File: src/core/spimm_defines.svh
`ifndef SPIMM_DEFINES_SVH
`define SPIMM_DEFINES_SVH

// Register offsets (byte addresses on the Wishbone slave)
`define SPIMM_REG_CTRL 4'h0
`define SPIMM_REG_STAT 4'h4
`define SPIMM_REG_TXD 4'h8
`define SPIMM_REG_RXD 4'hC

// Control register fields
`define SPIMM_CTRL_GO 0
`define SPIMM_CTRL_MODE_LO 1
`define SPIMM_CTRL_MODE_HI 2
`define SPIMM_CTRL_DIR 3
`define SPIMM_CTRL_TGT 4
`define SPIMM_CTRL_ADDR_LO 5
`define SPIMM_CTRL_ADDR_HI 7
`define SPIMM_CTRL_LAST 8

// Status register fields
`define SPIMM_STAT_BUSY 0
`define SPIMM_STAT_DONE 1
`define SPIMM_STAT_FLAG 2
`define SPIMM_STAT_SSTAT_LO 8

// Half-duplex status byte fields
`define SPIMM_HD_TXE_BIT 3
`define SPIMM_HD_RXF_BIT 2
`define SPIMM_HD_ACK_BIT 1

// Command byte layout
`define SPIMM_CMD_DIR_BIT 4

// Serial clock divider: half period in system clocks
`define SPIMM_HALF_DIV 8'h04
`define SPIMM_BITS 4'h8
`define SPIMM_LEG_SETUP 4'h3
`define SPIMM_ZERO8 8'h00

`endif

File: src/core/spimm_pkg.sv
package spimm_pkg;
	typedef enum logic [1:0] {
		SPIMM_HD4 = 2'b00,
		SPIMM_HD3 = 2'b01,
		SPIMM_UNM = 2'b10,
		SPIMM_LEG = 2'b11
	} spimm_mode_e;

	// Pins towards the slave device
	typedef struct packed {
		logic sclk;
		logic sel;
		logic mosi_o;
		logic mosi_oe;
	} spimm_pins_s;
endpackage

File: src/core/spimm_host.sv
`timescale 1ns/1ps
`default_nettype none
`include "spimm_defines.svh"
module spimm_host (
	// System
	input wire logic clk_i,
	input wire logic rst_i,
	// Wishbone slave
	input wire logic wb_cyc_i,
	input wire logic wb_stb_i,
	input wire logic wb_we_i,
	input wire logic [3:0] wb_adr_i,
	input wire logic [3:0] wb_sel_i,
	input wire logic [31:0] wb_dat_i,
	output logic [31:0] wb_dat_o,
	output logic wb_ack_o,
	// Serial pins
	output spimm_pkg::spimm_pins_s pins_o,
	input wire logic mosi_i,
	input wire logic miso_i
);
	import spimm_pkg::*;

	// ************************************************************
	// Registers
	// ************************************************************
	logic [8:0] ctrl_ff;
	logic [7:0] txd_ff, rxd_ff, sstat_ff;
	logic busy_ff, done_ff, flag_ff, ack_ff;
	logic [1:0] mosi_sync_ff, miso_sync_ff;
	logic go_pulse;
	spimm_mode_e mode;

	typedef enum logic [2:0] {
		SPIMM_IDLE = 3'b000,
		SPIMM_CMD = 3'b001,
		SPIMM_STS = 3'b010,
		SPIMM_DAT = 3'b011,
		SPIMM_LBIT = 3'b100,
		SPIMM_GAP = 3'b101
	} spimm_state_e;
	spimm_state_e st_ff;
	logic [3:0] bit_ff;
	logic [7:0] sh_ff;
	logic sel_ff, oe_ff, dout_ff, run;
	logic rise, fall, sclk;

	// ************************************************************
	// Bus decode
	// ************************************************************
	wire wb_req = wb_cyc_i && wb_stb_i && !wb_ack_o;
	wire wr_ctrl = wb_req && wb_we_i && wb_sel_i[0]
		&& wb_adr_i == `SPIMM_REG_CTRL;
	wire wr_txd = wb_req && wb_we_i && wb_sel_i[0]
		&& wb_adr_i == `SPIMM_REG_TXD;
	assign go_pulse = wr_ctrl && wb_dat_i[`SPIMM_CTRL_GO] && !busy_ff;
	assign mode = spimm_mode_e'(ctrl_ff[`SPIMM_CTRL_MODE_HI:`SPIMM_CTRL_MODE_LO]);
	wire dir_rd = ctrl_ff[`SPIMM_CTRL_DIR];
	wire tgt = ctrl_ff[`SPIMM_CTRL_TGT];
	wire last = ctrl_ff[`SPIMM_CTRL_LAST];
	wire [31:0] stat_word = {16'h0000, sstat_ff, 5'h00, flag_ff, done_ff,
		busy_ff};
	wire [31:0] rd_mux =
		(wb_adr_i == `SPIMM_REG_CTRL) ? {23'h000000, ctrl_ff} :
		(wb_adr_i == `SPIMM_REG_STAT) ? stat_word :
		(wb_adr_i == `SPIMM_REG_TXD) ? {24'h000000, txd_ff} :
		(wb_adr_i == `SPIMM_REG_RXD) ? {24'h000000, rxd_ff} : 32'h00000000;

	// Ack one cycle after the strobe; unmapped reads return zero
	always_ff @(posedge clk_i) begin
		if (rst_i) begin
			ack_ff <= 1'b0;
			wb_dat_o <= 32'h00000000;
		end else begin
			ack_ff <= wb_req;
			wb_dat_o <= rd_mux;
		end
	end
	assign wb_ack_o = ack_ff;

	// Control word, writable only while idle except for the last-byte bit
	always_ff @(posedge clk_i) begin
		if (rst_i) begin
			ctrl_ff <= 9'h000;
			txd_ff <= `SPIMM_ZERO8;
		end else begin
			if (wr_ctrl && !busy_ff)
				ctrl_ff <= {wb_dat_i[8:1], 1'b0};
			else if (wr_ctrl)
				ctrl_ff[`SPIMM_CTRL_LAST] <= wb_dat_i[`SPIMM_CTRL_LAST];
			if (wr_txd)
				txd_ff <= wb_dat_i[7:0];
		end
	end

	// ************************************************************
	// Pin synchronisers
	// ************************************************************
	always_ff @(posedge clk_i) begin
		if (rst_i) begin
			mosi_sync_ff <= 2'b00;
			miso_sync_ff <= 2'b00;
		end else begin
			mosi_sync_ff <= {mosi_sync_ff[0], mosi_i};
			miso_sync_ff <= {miso_sync_ff[0], miso_i};
		end
	end
	wire mosi_s = mosi_sync_ff[1];
	wire miso_s = miso_sync_ff[1];

	spimm_clkgen u_clk (
		.clk_i(clk_i),
		.rst_i(rst_i),
		.run_i(run),
		.rise_o(rise),
		.fall_o(fall),
		.sclk_o(sclk)
	);

	// ************************************************************
	// Frame sequencer
	// ************************************************************
	// Clock runs only inside the bit phases; the gap holds select idle
	assign run = (st_ff != SPIMM_IDLE) && (st_ff != SPIMM_GAP);
	// Legacy data travels on the rising edge, other modes sample on the
	// rising edge too (mode 0 style: launch on falling, capture on rising)
	wire sample = rise;
	wire launch = (mode == SPIMM_LEG) ? rise : fall;
	// Returned status: half duplex status comes on MISO (4-pin) or MOSI
	wire sts_in = (mode == SPIMM_HD3) ? mosi_s : miso_s;
	wire dat_in = (mode == SPIMM_HD4 || mode == SPIMM_HD3) ? mosi_s : miso_s;
	wire room = !sh_ff[`SPIMM_HD_RXF_BIT] && sh_ff[`SPIMM_HD_ACK_BIT];
	wire [7:0] cmd_byte = {ctrl_ff[`SPIMM_CTRL_ADDR_HI:`SPIMM_CTRL_ADDR_LO],
		dir_rd, 4'h0};
	wire leg_bad = !dir_rd && tgt;
	wire hd4_wr = (mode == SPIMM_HD4) && !dir_rd;

	always_ff @(posedge clk_i) begin
		if (rst_i) begin
			st_ff <= SPIMM_IDLE;
			bit_ff <= 4'h0;
			sh_ff <= `SPIMM_ZERO8;
			sel_ff <= 1'b0;
			oe_ff <= 1'b0;
			dout_ff <= 1'b0;
			busy_ff <= 1'b0;
			done_ff <= 1'b0;
			flag_ff <= 1'b0;
			rxd_ff <= `SPIMM_ZERO8;
			sstat_ff <= `SPIMM_ZERO8;
		end else begin
			unique case (st_ff)
			SPIMM_IDLE: begin
				if (go_pulse) begin
					busy_ff <= 1'b1;
					done_ff <= 1'b0;
					flag_ff <= 1'b0;
					sel_ff <= 1'b1;
					oe_ff <= 1'b1;
					bit_ff <= 4'h0;
					if (wb_dat_i[`SPIMM_CTRL_MODE_HI:`SPIMM_CTRL_MODE_LO]
						== SPIMM_LEG) begin
						st_ff <= SPIMM_CMD;
						// Start bit first, then direction and target
						sh_ff <= {1'b1, wb_dat_i[`SPIMM_CTRL_DIR],
							wb_dat_i[`SPIMM_CTRL_TGT], 5'h00};
						dout_ff <= 1'b1;
					end else if (wb_dat_i[`SPIMM_CTRL_MODE_HI:
						`SPIMM_CTRL_MODE_LO] == SPIMM_UNM) begin
						st_ff <= SPIMM_DAT;
						sh_ff <= txd_ff;
						dout_ff <= txd_ff[7];
					end else begin
						st_ff <= SPIMM_CMD;
						sh_ff <= {wb_dat_i[7:5], wb_dat_i[3], 4'h0};
						dout_ff <= wb_dat_i[7];
					end
				end
			end
			SPIMM_CMD: begin
				if (mode == SPIMM_LEG) begin
					if (rise) begin
						bit_ff <= bit_ff + 4'h1;
						if (bit_ff == `SPIMM_LEG_SETUP - 4'h1) begin
							st_ff <= SPIMM_DAT;
							bit_ff <= 4'h0;
							sh_ff <= txd_ff;
							// Reads and status reads leave MOSI low
							dout_ff <= dir_rd ? 1'b0 : txd_ff[7];
						end else begin
							sh_ff <= {sh_ff[6:0], 1'b0};
							dout_ff <= sh_ff[6];
						end
					end
				end else begin
					if (sample)
						bit_ff <= bit_ff + 4'h1;
					if (sample && mode == SPIMM_HD4)
						sh_ff <= {sh_ff[6:0], sts_in};
					if (launch && bit_ff != `SPIMM_BITS)
						dout_ff <= cmd_byte[3'(7 - bit_ff)];
					if (launch && bit_ff == `SPIMM_BITS) begin
						bit_ff <= 4'h0;
						// Let go of MOSI before the slave answers, except on 4-pin writes
						oe_ff <= (mode == SPIMM_HD4) && !dir_rd;
						st_ff <= (mode == SPIMM_HD3) ? SPIMM_STS
							: (dir_rd ? SPIMM_DAT : SPIMM_LBIT);
					end
				end
			end
			SPIMM_LBIT: begin
				// 4-pin write decision on the command-phase status
				sstat_ff <= sh_ff;
				if (room) begin
					st_ff <= SPIMM_DAT;
					oe_ff <= 1'b1;
					sh_ff <= txd_ff;
					dout_ff <= txd_ff[7];
				end else begin
					flag_ff <= 1'b1;
					st_ff <= SPIMM_GAP;
					sel_ff <= 1'b0;
				end
			end
			SPIMM_STS: begin
				// 3-pin status byte arrives on the shared line
				if (sample) begin
					sh_ff <= {sh_ff[6:0], sts_in};
					bit_ff <= bit_ff + 4'h1;
				end
				if (launch && bit_ff == `SPIMM_BITS) begin
					bit_ff <= 4'h0;
					sstat_ff <= sh_ff;
					if (dir_rd) begin
						st_ff <= SPIMM_DAT;
					end else if (room && !done_ff) begin
						st_ff <= SPIMM_DAT;
						oe_ff <= 1'b1;
						sh_ff <= txd_ff;
						dout_ff <= txd_ff[7];
					end else begin
						flag_ff <= !room;
						st_ff <= SPIMM_GAP;
						sel_ff <= 1'b0;
					end
				end
			end
			SPIMM_DAT: begin
				if (mode == SPIMM_LEG) begin
					// Ninth bit after the byte is the status bit
					if (rise) begin
						bit_ff <= bit_ff + 4'h1;
						if (bit_ff < `SPIMM_BITS) begin
							sh_ff <= {sh_ff[6:0], miso_s};
							dout_ff <= dir_rd ? 1'b0 : sh_ff[6];
						end else begin
							flag_ff <= miso_s;
							rxd_ff <= sh_ff;
							done_ff <= 1'b1;
							st_ff <= SPIMM_GAP;
							bit_ff <= 4'h0;
							sel_ff <= 1'b0;
							dout_ff <= 1'b0;
						end
					end
				end else begin
					if (sample) begin
						bit_ff <= bit_ff + 4'h1;
						sh_ff <= {sh_ff[6:0], oe_ff ? miso_s : dat_in};
					end
					if (launch && bit_ff != `SPIMM_BITS)
						dout_ff <= sh_ff[7];
					if (launch && bit_ff == `SPIMM_BITS) begin
						bit_ff <= 4'h0;
						rxd_ff <= sh_ff;
						done_ff <= 1'b1;
						if (mode == SPIMM_UNM || last) begin
							st_ff <= SPIMM_GAP;
							sel_ff <= 1'b0;
							oe_ff <= 1'b0;
						end else if (mode == SPIMM_HD3 && !dir_rd) begin
							done_ff <= 1'b0;
							oe_ff <= 1'b0;
							st_ff <= SPIMM_STS;
						end else if (hd4_wr && room) begin
							// Status shifted in on MISO during this byte
							done_ff <= 1'b0;
							sstat_ff <= sh_ff;
							sh_ff <= txd_ff;
							dout_ff <= txd_ff[7];
						end else if (hd4_wr) begin
							// No room left: stop the stream, not overrun
							flag_ff <= 1'b1;
							st_ff <= SPIMM_GAP;
							sel_ff <= 1'b0;
							oe_ff <= 1'b0;
						end
					end
				end
				// Legacy target-one write carries no data effect
				if (mode == SPIMM_LEG && leg_bad)
					flag_ff <= 1'b1;
			end
			SPIMM_GAP: begin
				// Select deasserted for a full serial period before next frame
				oe_ff <= 1'b0;
				bit_ff <= bit_ff + 4'h1;
				if (bit_ff == `SPIMM_BITS) begin
					st_ff <= SPIMM_IDLE;
					busy_ff <= 1'b0;
					done_ff <= 1'b1;
				end
			end
			default: st_ff <= SPIMM_IDLE;
			endcase
		end
	end

	// Pin outputs; select polarity follows the selected mode
	assign pins_o.sclk = sclk;
	assign pins_o.sel = (mode == SPIMM_LEG) ? sel_ff : !sel_ff;
	assign pins_o.mosi_o = dout_ff;
	assign pins_o.mosi_oe = oe_ff && (mode != SPIMM_UNM || sel_ff);
endmodule
`default_nettype wire

File: src/core/spimm_clkgen.sv
`timescale 1ns/1ps
`default_nettype none
`include "spimm_defines.svh"
// ************************************************************
// Serial clock divider
// ************************************************************
module spimm_clkgen (
	// System
	input wire logic clk_i,
	input wire logic rst_i,
	// Control
	input wire logic run_i,
	// Strobes and serial clock
	output logic rise_o,
	output logic fall_o,
	output logic sclk_o
);
	logic [7:0] cnt_ff;
	logic sclk_ff;
	logic tick;

	assign tick = run_i && (cnt_ff == `SPIMM_HALF_DIV - 8'h01);
	assign rise_o = tick && !sclk_ff;
	assign fall_o = tick && sclk_ff;
	assign sclk_o = sclk_ff;

	// Clock idles low while stopped, so every frame starts on a rise
	always_ff @(posedge clk_i) begin
		if (rst_i || !run_i) begin
			cnt_ff <= 8'h00;
			sclk_ff <= 1'b0;
		end else if (tick) begin
			cnt_ff <= 8'h00;
			sclk_ff <= !sclk_ff;
		end else begin
			cnt_ff <= cnt_ff + 8'h01;
		end
	end
endmodule
`default_nettype wire

File: config.mk
export PLATFORM = sky130hd
export DESIGN_NAME = spimm_host
export DESIGN_NICKNAME = d
export VERILOG_FILES = /design/src/core/spimm_pkg.sv /design/src/core/spimm_host.sv /design/src/core/spimm_clkgen.sv
export VERILOG_INCLUDE_DIRS = /design/src /design/src/core
export SDC_FILE = /design/constraint.sdc
export NUM_CORES = 1
export LEC_CHECK = 0
export ABC_AREA = 1
export BUFFER_PORTS_ARGS = -buffer_cell sky130_fd_sc_hd__clkbuf_2
export CAP_MARGIN = 5
export CORE_UTILIZATION = 25
export DETAILED_ROUTE_END_ITERATION = 8
export GPL_TIMING_DRIVEN = 0
export HOLD_SLACK_MARGIN = 0.15
export MAX_ROUTING_LAYER = met4
export SYNTH_ARGS = -nofsm -noshare
export SYNTH_HDL_FRONTEND = slang
export SYNTH_SLANG_ARGS = --single-unit
File: constraint.sdc
create_clock -name clk_i -period 2.7 [get_ports clk_i]
set_input_delay 0.405 -clock clk_i [delete_from_list [all_inputs] [get_ports clk_i]]
set_output_delay 0.405 -clock clk_i [all_outputs]
set_load 0.01 [all_outputs]
; ---- Yosys cells after proc, flatten, opt, wreduce, memory -nomap -nowiden
; Cells that the tools add are included.
[op_classes]
addsub = 3
order_cmp = 2
eq_ne = 59
muxes = 150
n_reduce_logical = 64
[ops]
columns = op, n
row1 = 2-to-1 mux 8 bit, 31
row2 = 2-to-1 mux 1 bit, 75
row3 = 2-to-1 mux 3 bit, 20
row4 = != test 4 bit (second input constant), 13
row5 = case mux 8 bit (5 select lines), 1
row6 = 2-to-1 mux 4 bit, 9
row7 = != test 2 bit (second input constant), 18
row8 = != test 3 bit (second input constant), 10
row9 = logical AND 1 bit, 24
row10 = case mux 8 bit (3 select lines), 1
row11 = AND reduction 12 bit, 2
row12 = case mux 4 bit (5 select lines), 1
row13 = case mux 3 bit (6 select lines), 1
row14 = 2-to-1 mux 16 bit, 1
row15 = AND reduction 7 bit, 2
row16 = AND reduction 13 bit, 1
row17 = == test 4 bit (second input constant), 3
row18 = AND reduction 11 bit, 1
row19 = != test 5 bit (second input constant), 2
row20 = nonzero test 5 bit, 2
row21 = logical NOT 1 bit, 9
row22 = 2-to-1 mux 9 bit, 1
row23 = AND reduction 9 bit, 1
row24 = nonzero test 3 bit, 3
row25 = other kinds (32), 46
[word_totals]
reg_bits = 99
inputBits = 47
output_inout_bits = 37
elab_cells = 301

; ---- Depth between registers and ports, before layout
; Gate-level depths: netlist of run 1.
[depth]
ltp_word = 13
depth_mapped = 18
ltp_nobuf = 17

; ---- Cells and area by module
; Synthesis of run 1 repeated with hierarchy kept, for this count alone.
[hier_totals]
hier_cells = 749
area_unflattened_um2 = 4941.0
[modules_own_cells]
columns = module, instances, cells_per_inst, area_per_inst_um2, seq_area_each_um2
row1 = spimm_host, 1, 674, 4461.8, 1481.4
row2 = spimm_clkgen, 1, 75, 479.2, 180.2

; ---- Least setup slack after synthesis of run 1
; Ideal clock, no wire load.
[synth_timing]
path_type = input to register
start = input wb_adr_i[1]
end = register sh_ff[0]
setup_ns = 0.109
arrival_time_ns = 1.824
t_required_ns = 2.591
setup_slack_ns = 0.767
stages = 13
n_path_buf = 0
path_cell_list = or2_4 > nor2_4 > nand2_4 > nor2_8 > nand2_2 > o21ai_4 > nand3_2 > nor2_4 > inv_2 > a21oi_1 > nand3_1 > nand2_1 > inv_1
[synth_between]
elab_chain_cells = 6
[synth_rtl]
columns = item, line_no
row1 = from (decl), spimm_host.sv:12  ; input wire logic [3:0] wb_adr_i,
row2 = logical NOT 4 bit (no line), -
row3 = logical AND 1 bit (no line), -
row4 = logical AND 1 bit (2 in a row), spimm_host.sv:56  ; assign go_pulse = wr_ctrl && wb_dat_i[`SPIMM_CTRL_GO] && !busy_ff;
row5 = != test 2 bit (no line), -
row6 = AND reduction 7 bit (no line), -
row7 = to (signal assigned), spimm_host.sv:142  ; sh_ff <= `SPIMM_ZERO8;
row8 = to (signal assigned), spimm_host.sv:165  ; sh_ff <= {1'b1, wb_dat_i[`SPIMM_CTRL_DIR],
row9 = to (signal assigned), spimm_host.sv:171  ; sh_ff <= txd_ff;
row10 = to (decl), spimm_host.sv:44  ; logic [7:0] sh_ff;
; Every way passes these cells.
; A chain may end at the register's enable or synchronous reset.

==> results.rst, run 1 <==
.. list-table::
   :header-rows: 1

   * - Metric
     - Value
   * - Relative contribution of the clock network to total power
     - a little under a third
   * - End of the worst hold path
     - mosi_sync_ff[0]$_SDFF_PP0_
   * - RSZ-0062 raised after global routing
     - false
   * - Count of port buffers added during placement
     - 41
   * - R2R Path Start
     - ctrl_ff[2]$_SDFFE_PP0P_
   * - Worst hold path depth
     - 3
   * - H-tree Lvls
     - 3
   * - CTS Sinks
     - slightly above 80
   * - Switching share of power
     - around two fifths
   * - Utilization after layout
     - 30.17%
   * - Worst path max stage delay
     - ~0.47 ns
   * - Post-synthesis sequential element count
     - just over 80
   * - Yosys Warn Count
     - 0
   * - Crit share post-route
     - slightly above 90%
   * - CP dominant cell by count
     - sky130_fd_sc_hd__buf_2
   * - Critical register-to-register path endpoint
     - flag_ff$_SDFFE_PP0P_
   * - P per Cell Area
     - approximately 730 mW/mm^2
   * - Mapped cell area
     - roughly 0.0048 sq mm
   * - Remaining global-route overflow
     - 0
   * - Final-report max-slew violation count
     - 0
   * - Outcome
     - completed
   * - Placeable core area
     - roughly 0.019 sq mm
   * - Number of hold violations in the final report
     - 0
   * - Logic depth of the worst register-to-register path
     - 8
   * - Number of buffers and inverters on the critical path
     - 4
   * - Nature of the critical path startpoint
     - flip-flop
   * - Die outline area
     - roughly 0.020 sq mm
   * - Largest net degree at the start of global routing
     - 17
   * - Leading register cell type out of synthesis
     - sky130_fd_sc_hd__dfxtp_1
   * - Number of fillers in the final layout
     - approximately 2100
   * - Largest cells by area after synthesis
     - sky130_fd_sc_hd__dfxtp_1 (35%), sky130_fd_sc_hd__nand2_1 (12%), sky130_fd_sc_hd__inv_1 (7.4%)
   * - Number of vias per cell
     - ~4.7
   * - Boundary Pins
     - between 80 and 90
   * - Worst hold path type
     - in2reg
   * - Resize count post-CTS
     - 0
   * - Avg WL per Cell
     - roughly 15 um
   * - Number of setup buffers added after CTS
     - 0
   * - Number of synthesized flops with an enable pin
     - 0
   * - Share of post-route cells with drive strength above 1
     - 15.66%
   * - Setup TNS
     - 0 ns
   * - Delay-heaviest family, CP
     - buffers and inverters
   * - Proportion of synthesized chip area in sequential cells
     - between 30% and 40%
   * - Rel. slew slack
     - a little under half
   * - Number of hold buffers added after CTS
     - 0
   * - Core Rows
     - 50
   * - First-pass iteration count of the detailed router
     - 5
   * - Global-route usage over all layers
     - 16.10%
   * - Root buffer cell
     - sky130_fd_sc_hd__clkbuf_16
   * - Number of remaining DRC errors
     - 0
   * - Via count
     - 4895
   * - Worst vdd ir
     - ~0.38 mV
   * - Number of buffers inserted during clock tree synthesis
     - 9
   * - Clock input transition at the sequential cells of the worst setup and hold paths
     - around 0.070 ns
   * - Syn_area_per_cell
     - between 6 and 7 sq um
   * - Cell count after synthesis
     - 726
   * - Critical path capture point type
     - primary output
   * - CTS tree
     - yes
   * - Arrival time at the worst endpoint
     - just over 2 ns
   * - Cell area after placement
     - ~0.0053 sq mm
   * - Highest net fanout along the worst path
     - 10
   * - Number of global-route vias before repair
     - between 4000 and 5000
   * - Proportion of synthesized flip-flops having asynchronous set or reset
     - 0%
   * - Layout overhead on the synthesized area
     - 18.00%
   * - Number of violations of the max-capacitance limit
     - 0
   * - Achievable frequency
     - between 0.4 and 0.5 GHz
   * - Number of buffers on the longest clock path
     - 2
   * - Final cell area excluding filler cells
     - 0.005643 sq mm
   * - Critical-path top delay cell
     - sky130_fd_sc_hd__buf_1
   * - Yosys top cell area share
     - 34.75%
   * - Number of design-rule violations left by the first detailed-router iteration
     - ~450
   * - Internal power
     - roughly 2.5 mW
   * - Post-route insts no fill
     - ~1000
   * - Reg-to-reg slack, setup
     - around 0.3 ns
   * - Setup-violating endpoint count in the final report
     - 0
   * - Leakage Power
     - about 2.6 nW
   * - Portion of total power attributed to combinational logic
     - between 30 and 40%
   * - Number of antenna violations at the first check in global routing
     - 0
   * - Die extent in x
     - roughly 140 um
   * - Insertion delay to the later sink of the worst-skew pair
     - 0.35 ns
   * - Wire length after detailed routing
     - about 15 mm
   * - Hold Startpoint
     - mosi_i
   * - Total power
     - around 4.1 mW
   * - Crit path time final
     - approximately 2.5 ns
   * - Part of the total power dissipated in sequential elements
     - approximately 36%
   * - Switching component of the power
     - roughly 1.6 mW
   * - Final Wtd Congestion
     - between 0.9 and 1
   * - Crit Path Class
     - reg2out
   * - Global-route wire length before repair
     - ~24 mm
   * - Number of nets in the layout
     - between 800 and 900
   * - Starting density of the core
     - 25.57%
   * - Chain of cells forming the critical path
     - buf_2 -> nand2_1 -> buf_2 -> buf_1 -> xor2_1 -> clkbuf_2
   * - Die Span Y
     - between 100 and 150 um
   * - Worst path required time
     - 2.30 ns
   * - Total placed cells including tap cells
     - slightly above 1000
   * - Total inserted antenna cells
     - 0
   * - Clock skew
     - between 0.01 and 0.015 ns
   * - Post-detail-place hpwl
     - 11.86 mm
   * - Pin slew with the least headroom to its limit
     - between 0.7 and 0.8 ns
   * - Synth unique cells
     - 48
   * - Post-route ant nets
     - 0
   * - Biggest area consumer among synthesized cells
     - sky130_fd_sc_hd__dfxtp_1
==> Yosys cell counts, drive strengths merged, types with 2 or more instances <==
master and n:
nor2 97, nand3b 3, inv 108, xnor2 2
a221oi 4, buf 26, nor3b 2, nor3 18
a211oi 4, o211ai 4, dfxtp 83, o21ai 72
nand2 156, nand4 13, nand3 33, clkbuf 10
a2111oi 2, o22ai 3, a22oi 2, ha 4
o31ai 3, xor2 3, a21oi 65
==> cells by family (layout without fill, tap and decap cells) <==
logic type	count (synthesis)	count (layout)	synth area share (%)
simple gates	323	323	30.82
compound gates	166	166	19.44
buf+inv	144	201	12.95
flops	83	83	34.75
xor+xnor	5	5	0.9159
fa+ha+maj	4	4	1.047
other cells	1	16	0.07842
==> worst reg2reg max path: stages (launching register included) <==
cell and delay (ns):
sky130_fd_sc_hd__dfxtp_1 0.30, sky130_fd_sc_hd__buf_2 0.22, sky130_fd_sc_hd__nand2_1 0.13, sky130_fd_sc_hd__buf_2 0.21, sky130_fd_sc_hd__buf_1 0.29, sky130_fd_sc_hd__nor2_1 0.18, sky130_fd_sc_hd__nor2_1 0.09, sky130_fd_sc_hd__a2111oi_0 0.68
sky130_fd_sc_hd__a211oi_1 0.16
==> stage by stage <==
| step | setup slack [ns] | hold slack (ns) |
|---|---|---|
| 4_1_cts | 0.1810 | 0.2342 |
| 6_report | 0.2256 | 0.2353 |
| 5_1_grt | 0.1221 | 0.2470 |
| 3_5_place_dp | 0.2705 | 0.3961 |
| 3_3_place_gp | 0.2557 | 0.3920 |
| 2_1_floorplan | 0.7668 | 0.3883 |
==> how the worst max path moves through the flow <==
stage / slack (ns) / endpoint / start / depth (start not counted)
after floorplan: 0.77 / sh_ff[0]$_SDFFE_PP0P_ / wb_adr_i[1] / 13
after global placement: 0.26 / sh_ff[0]$_SDFFE_PP0P_ / wb_cyc_i / 14
after detailed placement: 0.27 / sh_ff[0]$_SDFFE_PP0P_ / wb_cyc_i / 14
after CTS: 0.18 / pins_o[2] / ctrl_ff[2]$_SDFFE_PP0P_ / 6
after global routing: 0.12 / sh_ff[2]$_SDFFE_PP0P_ / sh_ff[1]$_SDFFE_PP0P_ / 11
final: 0.23 / pins_o[2] / ctrl_ff[2]$_SDFFE_PP0P_ / 6
==> per-layer routing <==
layer | share of wire, % | up-vias | GRT usage [%] | wire [um]
li1 | - | 2471 | - | -
met1 | 48 | 2207 | 22.54 | 7244
met2 | 42 | 199 | 23.45 | 6289
met3 | 7.9 | 18 | 2.496 | 1190
met4 | 1.9 | 0 | 5.205 | 286
met5 | 0 | - | - | 0
==> cell usage in the layout (no fill, tap or decap), types with 13 or more instances in the layout <==
| cell type | count |
|---|---|
| sky130_fd_sc_hd__nand3_1 | 30 |
| sky130_fd_sc_hd__a21oi_1 | 64 |
| sky130_fd_sc_hd__nand2_1 | 147 |
| sky130_fd_sc_hd__o21ai_1 | 13 |
| sky130_fd_sc_hd__buf_4 | 19 |
| sky130_fd_sc_hd__conb_1 | 16 |
| sky130_fd_sc_hd__dfxtp_1 | 83 |
| sky130_fd_sc_hd__inv_1 | 94 |
| sky130_fd_sc_hd__clkbuf_2 | 41 |
| sky130_fd_sc_hd__nor3_1 | 16 |
| sky130_fd_sc_hd__inv_2 | 14 |
| sky130_fd_sc_hd__nor2_1 | 89 |
| sky130_fd_sc_hd__o21ai_0 | 58 |
==> flip-flops by register name (all words and copies together), names as in the netlist <==
register      cells
wb_dat_o         16
ctrl_ff           8
rxd_ff            8
sh_ff             8
sstat_ff          8
txd_ff            8
u_clk.cnt_ff      8
bit_ff            4
st_ff             3
miso_sync_ff      2
mosi_sync_ff      2
busy_ff           1
done_ff           1
dout_ff           1
flag_ff           1
oe_ff             1
sel_ff            1
u_clk.sclk_o      1
wb_ack_o          1
==> power by group through the flow <==
| stage | Sequential, mW | Combinational, mW | Clock [mW] |
|---|---|---|---|
| 6_report | 1.46 | 1.38 | 1.28 |
| 5_1_grt | 1.48 | 1.54 | 1.36 |
| 4_1_cts | 1.46 | 1.37 | 1.30 |
| 3_5_place_dp | 1.49 | 1.36 | 0 |
| 3_3_place_gp | 1.49 | 1.36 | 0 |
| 2_1_floorplan | 1.45 | 1.02 | 0 |
==> layout make-up <==
class / count / area [sq um] / area share [%]
Multi-Input combinational cell: 514 / 2557 / 45.32
Sequential cell: 83 / 1662 / 29.45
Inverter: 108 / 405.4 / 7.184
Tap cell: 234 / 292.8 / 5.188
Clock buffer: 9 / 225.2 / 3.991
Buffer: 36 / 214.0 / 3.792
Timing Repair Buffer: 41 / 205.2 / 3.636
Clock inverter: 7 / 81.33 / 1.441
(Power assumes the default switching activity.)
==> inputs of run 2 (changes only) <==
Settings changed: RECOVER_POWER set to 50.
==> results.rst, run 2 (synthesis results as in run 1) <==
.. list-table::
   :header-rows: 1

   * - Metric
     - Value
   * - Outcome
     - completed (unchanged)
   * - Setup-violating endpoint count in the final report
     - 0 (unchanged)
   * - Die extent in x
     - 140.3 um (unchanged)
   * - CTS tree
     - yes (unchanged)
   * - Global-route usage over all layers
     - 16.10% (unchanged)
   * - Post-route ant nets
     - 0 (unchanged)
   * - Crit path time final
     - 2.478 ns (was 2.474 ns)
   * - Number of global-route vias before repair
     - 4413 (unchanged)
   * - Number of hold violations in the final report
     - 0 (unchanged)
   * - Final-report max-slew violation count
     - 0 (unchanged)
   * - Starting density of the core
     - 25.57% (unchanged)
   * - Commonest non-fill, non-tap cells in the layout
     - sky130_fd_sc_hd__nand2_1 (151), sky130_fd_sc_hd__inv_1 (94), sky130_fd_sc_hd__nor2_1 (90), sky130_fd_sc_hd__dfxtp_1 (83), sky130_fd_sc_hd__a21oi_1 (64) (was sky130_fd_sc_hd__nand2_1 (147), sky130_fd_sc_hd__inv_1 (94), sky130_fd_sc_hd__nor2_1 (89), sky130_fd_sc_hd__dfxtp_1 (83), sky130_fd_sc_hd__a21oi_1 (64))
   * - Global routing usage on met2
     - 23.45% (unchanged)
   * - Number of antenna violations at the first check in global routing
     - 0 (unchanged)
   * - Total power
     - 4.117 mW (was 4.123 mW)
   * - Root buffer cell
     - sky130_fd_sc_hd__clkbuf_16 (unchanged)
   * - Final Wtd Congestion
     - 0.9398 (unchanged)
   * - Most common library cell in the layout ignoring fill and taps
     - sky130_fd_sc_hd__nand2_1 (unchanged)
   * - Via count
     - 4895 (unchanged)
   * - CTS Sinks
     - 83 (unchanged)
   * - P per Cell Area
     - 735.8 mW/mm^2 (was 730.6 mW/mm^2)
   * - Worst path required time
     - 2.30 ns (about the same)
   * - Largest register FFs
     - 16 (unchanged)
   * - Resize count post-CTS
     - 0 (unchanged)
   * - Utilization after layout
     - 29.91% (was 30.17%)
   * - Largest net degree at the start of global routing
     - 17 (unchanged)
   * - Count of port buffers added during placement
     - 41 (unchanged)
   * - Placeable core area
     - 0.01871 sq mm (unchanged)
   * - Layout overhead on the synthesized area
     - 17.01% (was 18.00%)
   * - Nature of the critical path startpoint
     - flip-flop (unchanged)
   * - CP dominant cell by count
     - sky130_fd_sc_hd__buf_2 (unchanged)
   * - H-tree Lvls
     - 3 (unchanged)
   * - Pin slew with the least headroom to its limit
     - 0.8106 ns (was 0.7703 ns)
   * - Boundary Pins
     - 84 (unchanged)
   * - Chain of cells forming the critical path
     - buf_2 -> nand2_1 -> buf_2 -> buf_1 -> xor2_1 -> clkbuf_2 (unchanged)
   * - Delay-heaviest family, CP
     - buffers and inverters (unchanged)
   * - Worst path max stage delay
     - 0.47 ns (about the same)
   * - Met3 Track Usage GR
     - 2.496% (unchanged)
   * - Critical-path top delay cell
     - sky130_fd_sc_hd__buf_1 (unchanged)
   * - Critical path capture point type
     - primary output (unchanged)
   * - Largest register by flop count
     - wb_dat_o (unchanged)
   * - Avg WL per Cell
     - 14.51 um (was 14.54 um)
   * - Die Span Y
     - 140.3 um (unchanged)
   * - Core Rows
     - 50 (unchanged)
   * - Leakage Power
     - 2.557 nW (was 2.631 nW)
   * - Worst vdd ir
     - 0.3829 mV (was 0.3828 mV)
   * - Busiest layer in global routing
     - met2 (unchanged)
   * - Post-detail-place hpwl
     - 11.86 mm (unchanged)
   * - Number of buffers on the longest clock path
     - 2 (unchanged)
   * - Remaining global-route overflow
     - 0 (unchanged)
   * - First-pass iteration count of the detailed router
     - 6 (was 5)
   * - Number of nets in the layout
     - 844 (unchanged)
   * - Die outline area
     - 0.01969 sq mm (unchanged)
   * - Number of setup buffers added after CTS
     - 0 (unchanged)
   * - Share of post-route cells with drive strength above 1
     - 12.66% (was 15.66%)
   * - Global-route wire length before repair
     - 23.73 mm (unchanged)
   * - Crit Path Class
     - reg2out (unchanged)
   * - Number of vias per cell
     - 4.743 (unchanged)
   * - Highest net fanout along the worst path
     - 10 (unchanged)
   * - Number of violations of the max-capacitance limit
     - 0 (unchanged)
   * - Total inserted antenna cells
     - 0 (unchanged)
   * - Worst hold path type
     - in2reg (unchanged)
   * - Number of hold buffers added after CTS
     - 0 (unchanged)
   * - Setup TNS
     - 0 ns (unchanged)
   * - Number of remaining DRC errors
     - 0 (unchanged)
   * - Crit share post-route
     - 91.76% (was 91.64%)
   * - Arrival time at the worst endpoint
     - 2.07 ns (about the same)
   * - Number of buffers and inverters on the critical path
     - 4 (unchanged)
   * - Number of buffers inserted during clock tree synthesis
     - 9 (unchanged)
   * - Achievable frequency
     - 0.4036 GHz (was 0.4041 GHz)
   * - Routing usage on met1
     - 22.54% (unchanged)
   * - Clock input transition at the sequential cells of the worst setup and hold paths
     - 0.07 ns (about the same)
   * - Rel. slew slack
     - 44.56% (was 47.32%)
   * - Wire length after detailed routing
     - 14.98 mm (was 15.01 mm)
   * - RSZ-0062 raised after global routing
     - false (unchanged)
   * - Insertion delay to the later sink of the worst-skew pair
     - 0.35 ns (about the same)
   * - Clock skew
     - 0.01174 ns (was 0.01085 ns)
   * - Number of design-rule violations left by the first detailed-router iteration
     - 411 (was 453)
   * - Number of fillers in the final layout
     - 2086 (was 2072)
==> run 2: layer usage <==
metal  up-vias  part of all wire (%)  routed length [um]
met5         -                     0                   0
met4         0                   1.9                 282
met3        18                   8.0                1201
met2       200                    42                6278
met1      2200                    48                7217
li1       2477                     -                   -
==> run 2: final timing paths <==
kind	start	endpoint	slack, ns	cells past startpoint
max	ctrl_ff[2]$_SDFFE_PP0P_	pins_o[2]	0.22	6
min	mosi_i	mosi_sync_ff[0]$_SDFF_PP0_	0.23	3
max reg2reg	ctrl_ff[2]$_SDFFE_PP0P_	flag_ff$_SDFFE_PP0P_	0.30	8
min reg2reg	miso_sync_ff[0]$_SDFF_PP0_	miso_sync_ff[1]$_SDFF_PP0_	0.40	2
==> run 2: per-stage QoR <==
step	hold WS (ns)	instance area (sq um)	cells	setup slack, ns
after floorplan	0.3883	4838	741	0.7668
after global placement	0.3920	5336	1016	0.2557
after detailed placement	0.3961	5336	1016	0.2705
after CTS	0.2342	5643	1032	0.1810
after global routing	0.2470	5595	1032	0.1064
final	0.2323	5595	1032	0.2224
==> run 2: final cells by class <==
class / count / area [sq um] / share of cell area [%]
clock inverters: 7 / 81.33 / 1.453
well taps: 234 / 292.8 / 5.233
plain buffers: 36 / 214.0 / 3.824
clock buffers: 9 / 225.2 / 4.025
repair buffers: 41 / 182.7 / 3.265
flip-flops and latches: 83 / 1662 / 29.70
multi-input cells: 514 / 2532 / 45.26
inverters: 108 / 405.4 / 7.245
==> run 2: tightest hold or removal path: stages <==
cell and delay, ns:
sky130_fd_sc_hd__clkbuf_2 0.08, sky130_fd_sc_hd__inv_1 0.04, sky130_fd_sc_hd__nor2_1 0.03
==> run 2: where the power goes <==
group | internal [mW] | switching (mW)
Sequential | 1.35 | 0.117
Clock | 0.734 | 0.547
Combinational | 0.441 | 0.932
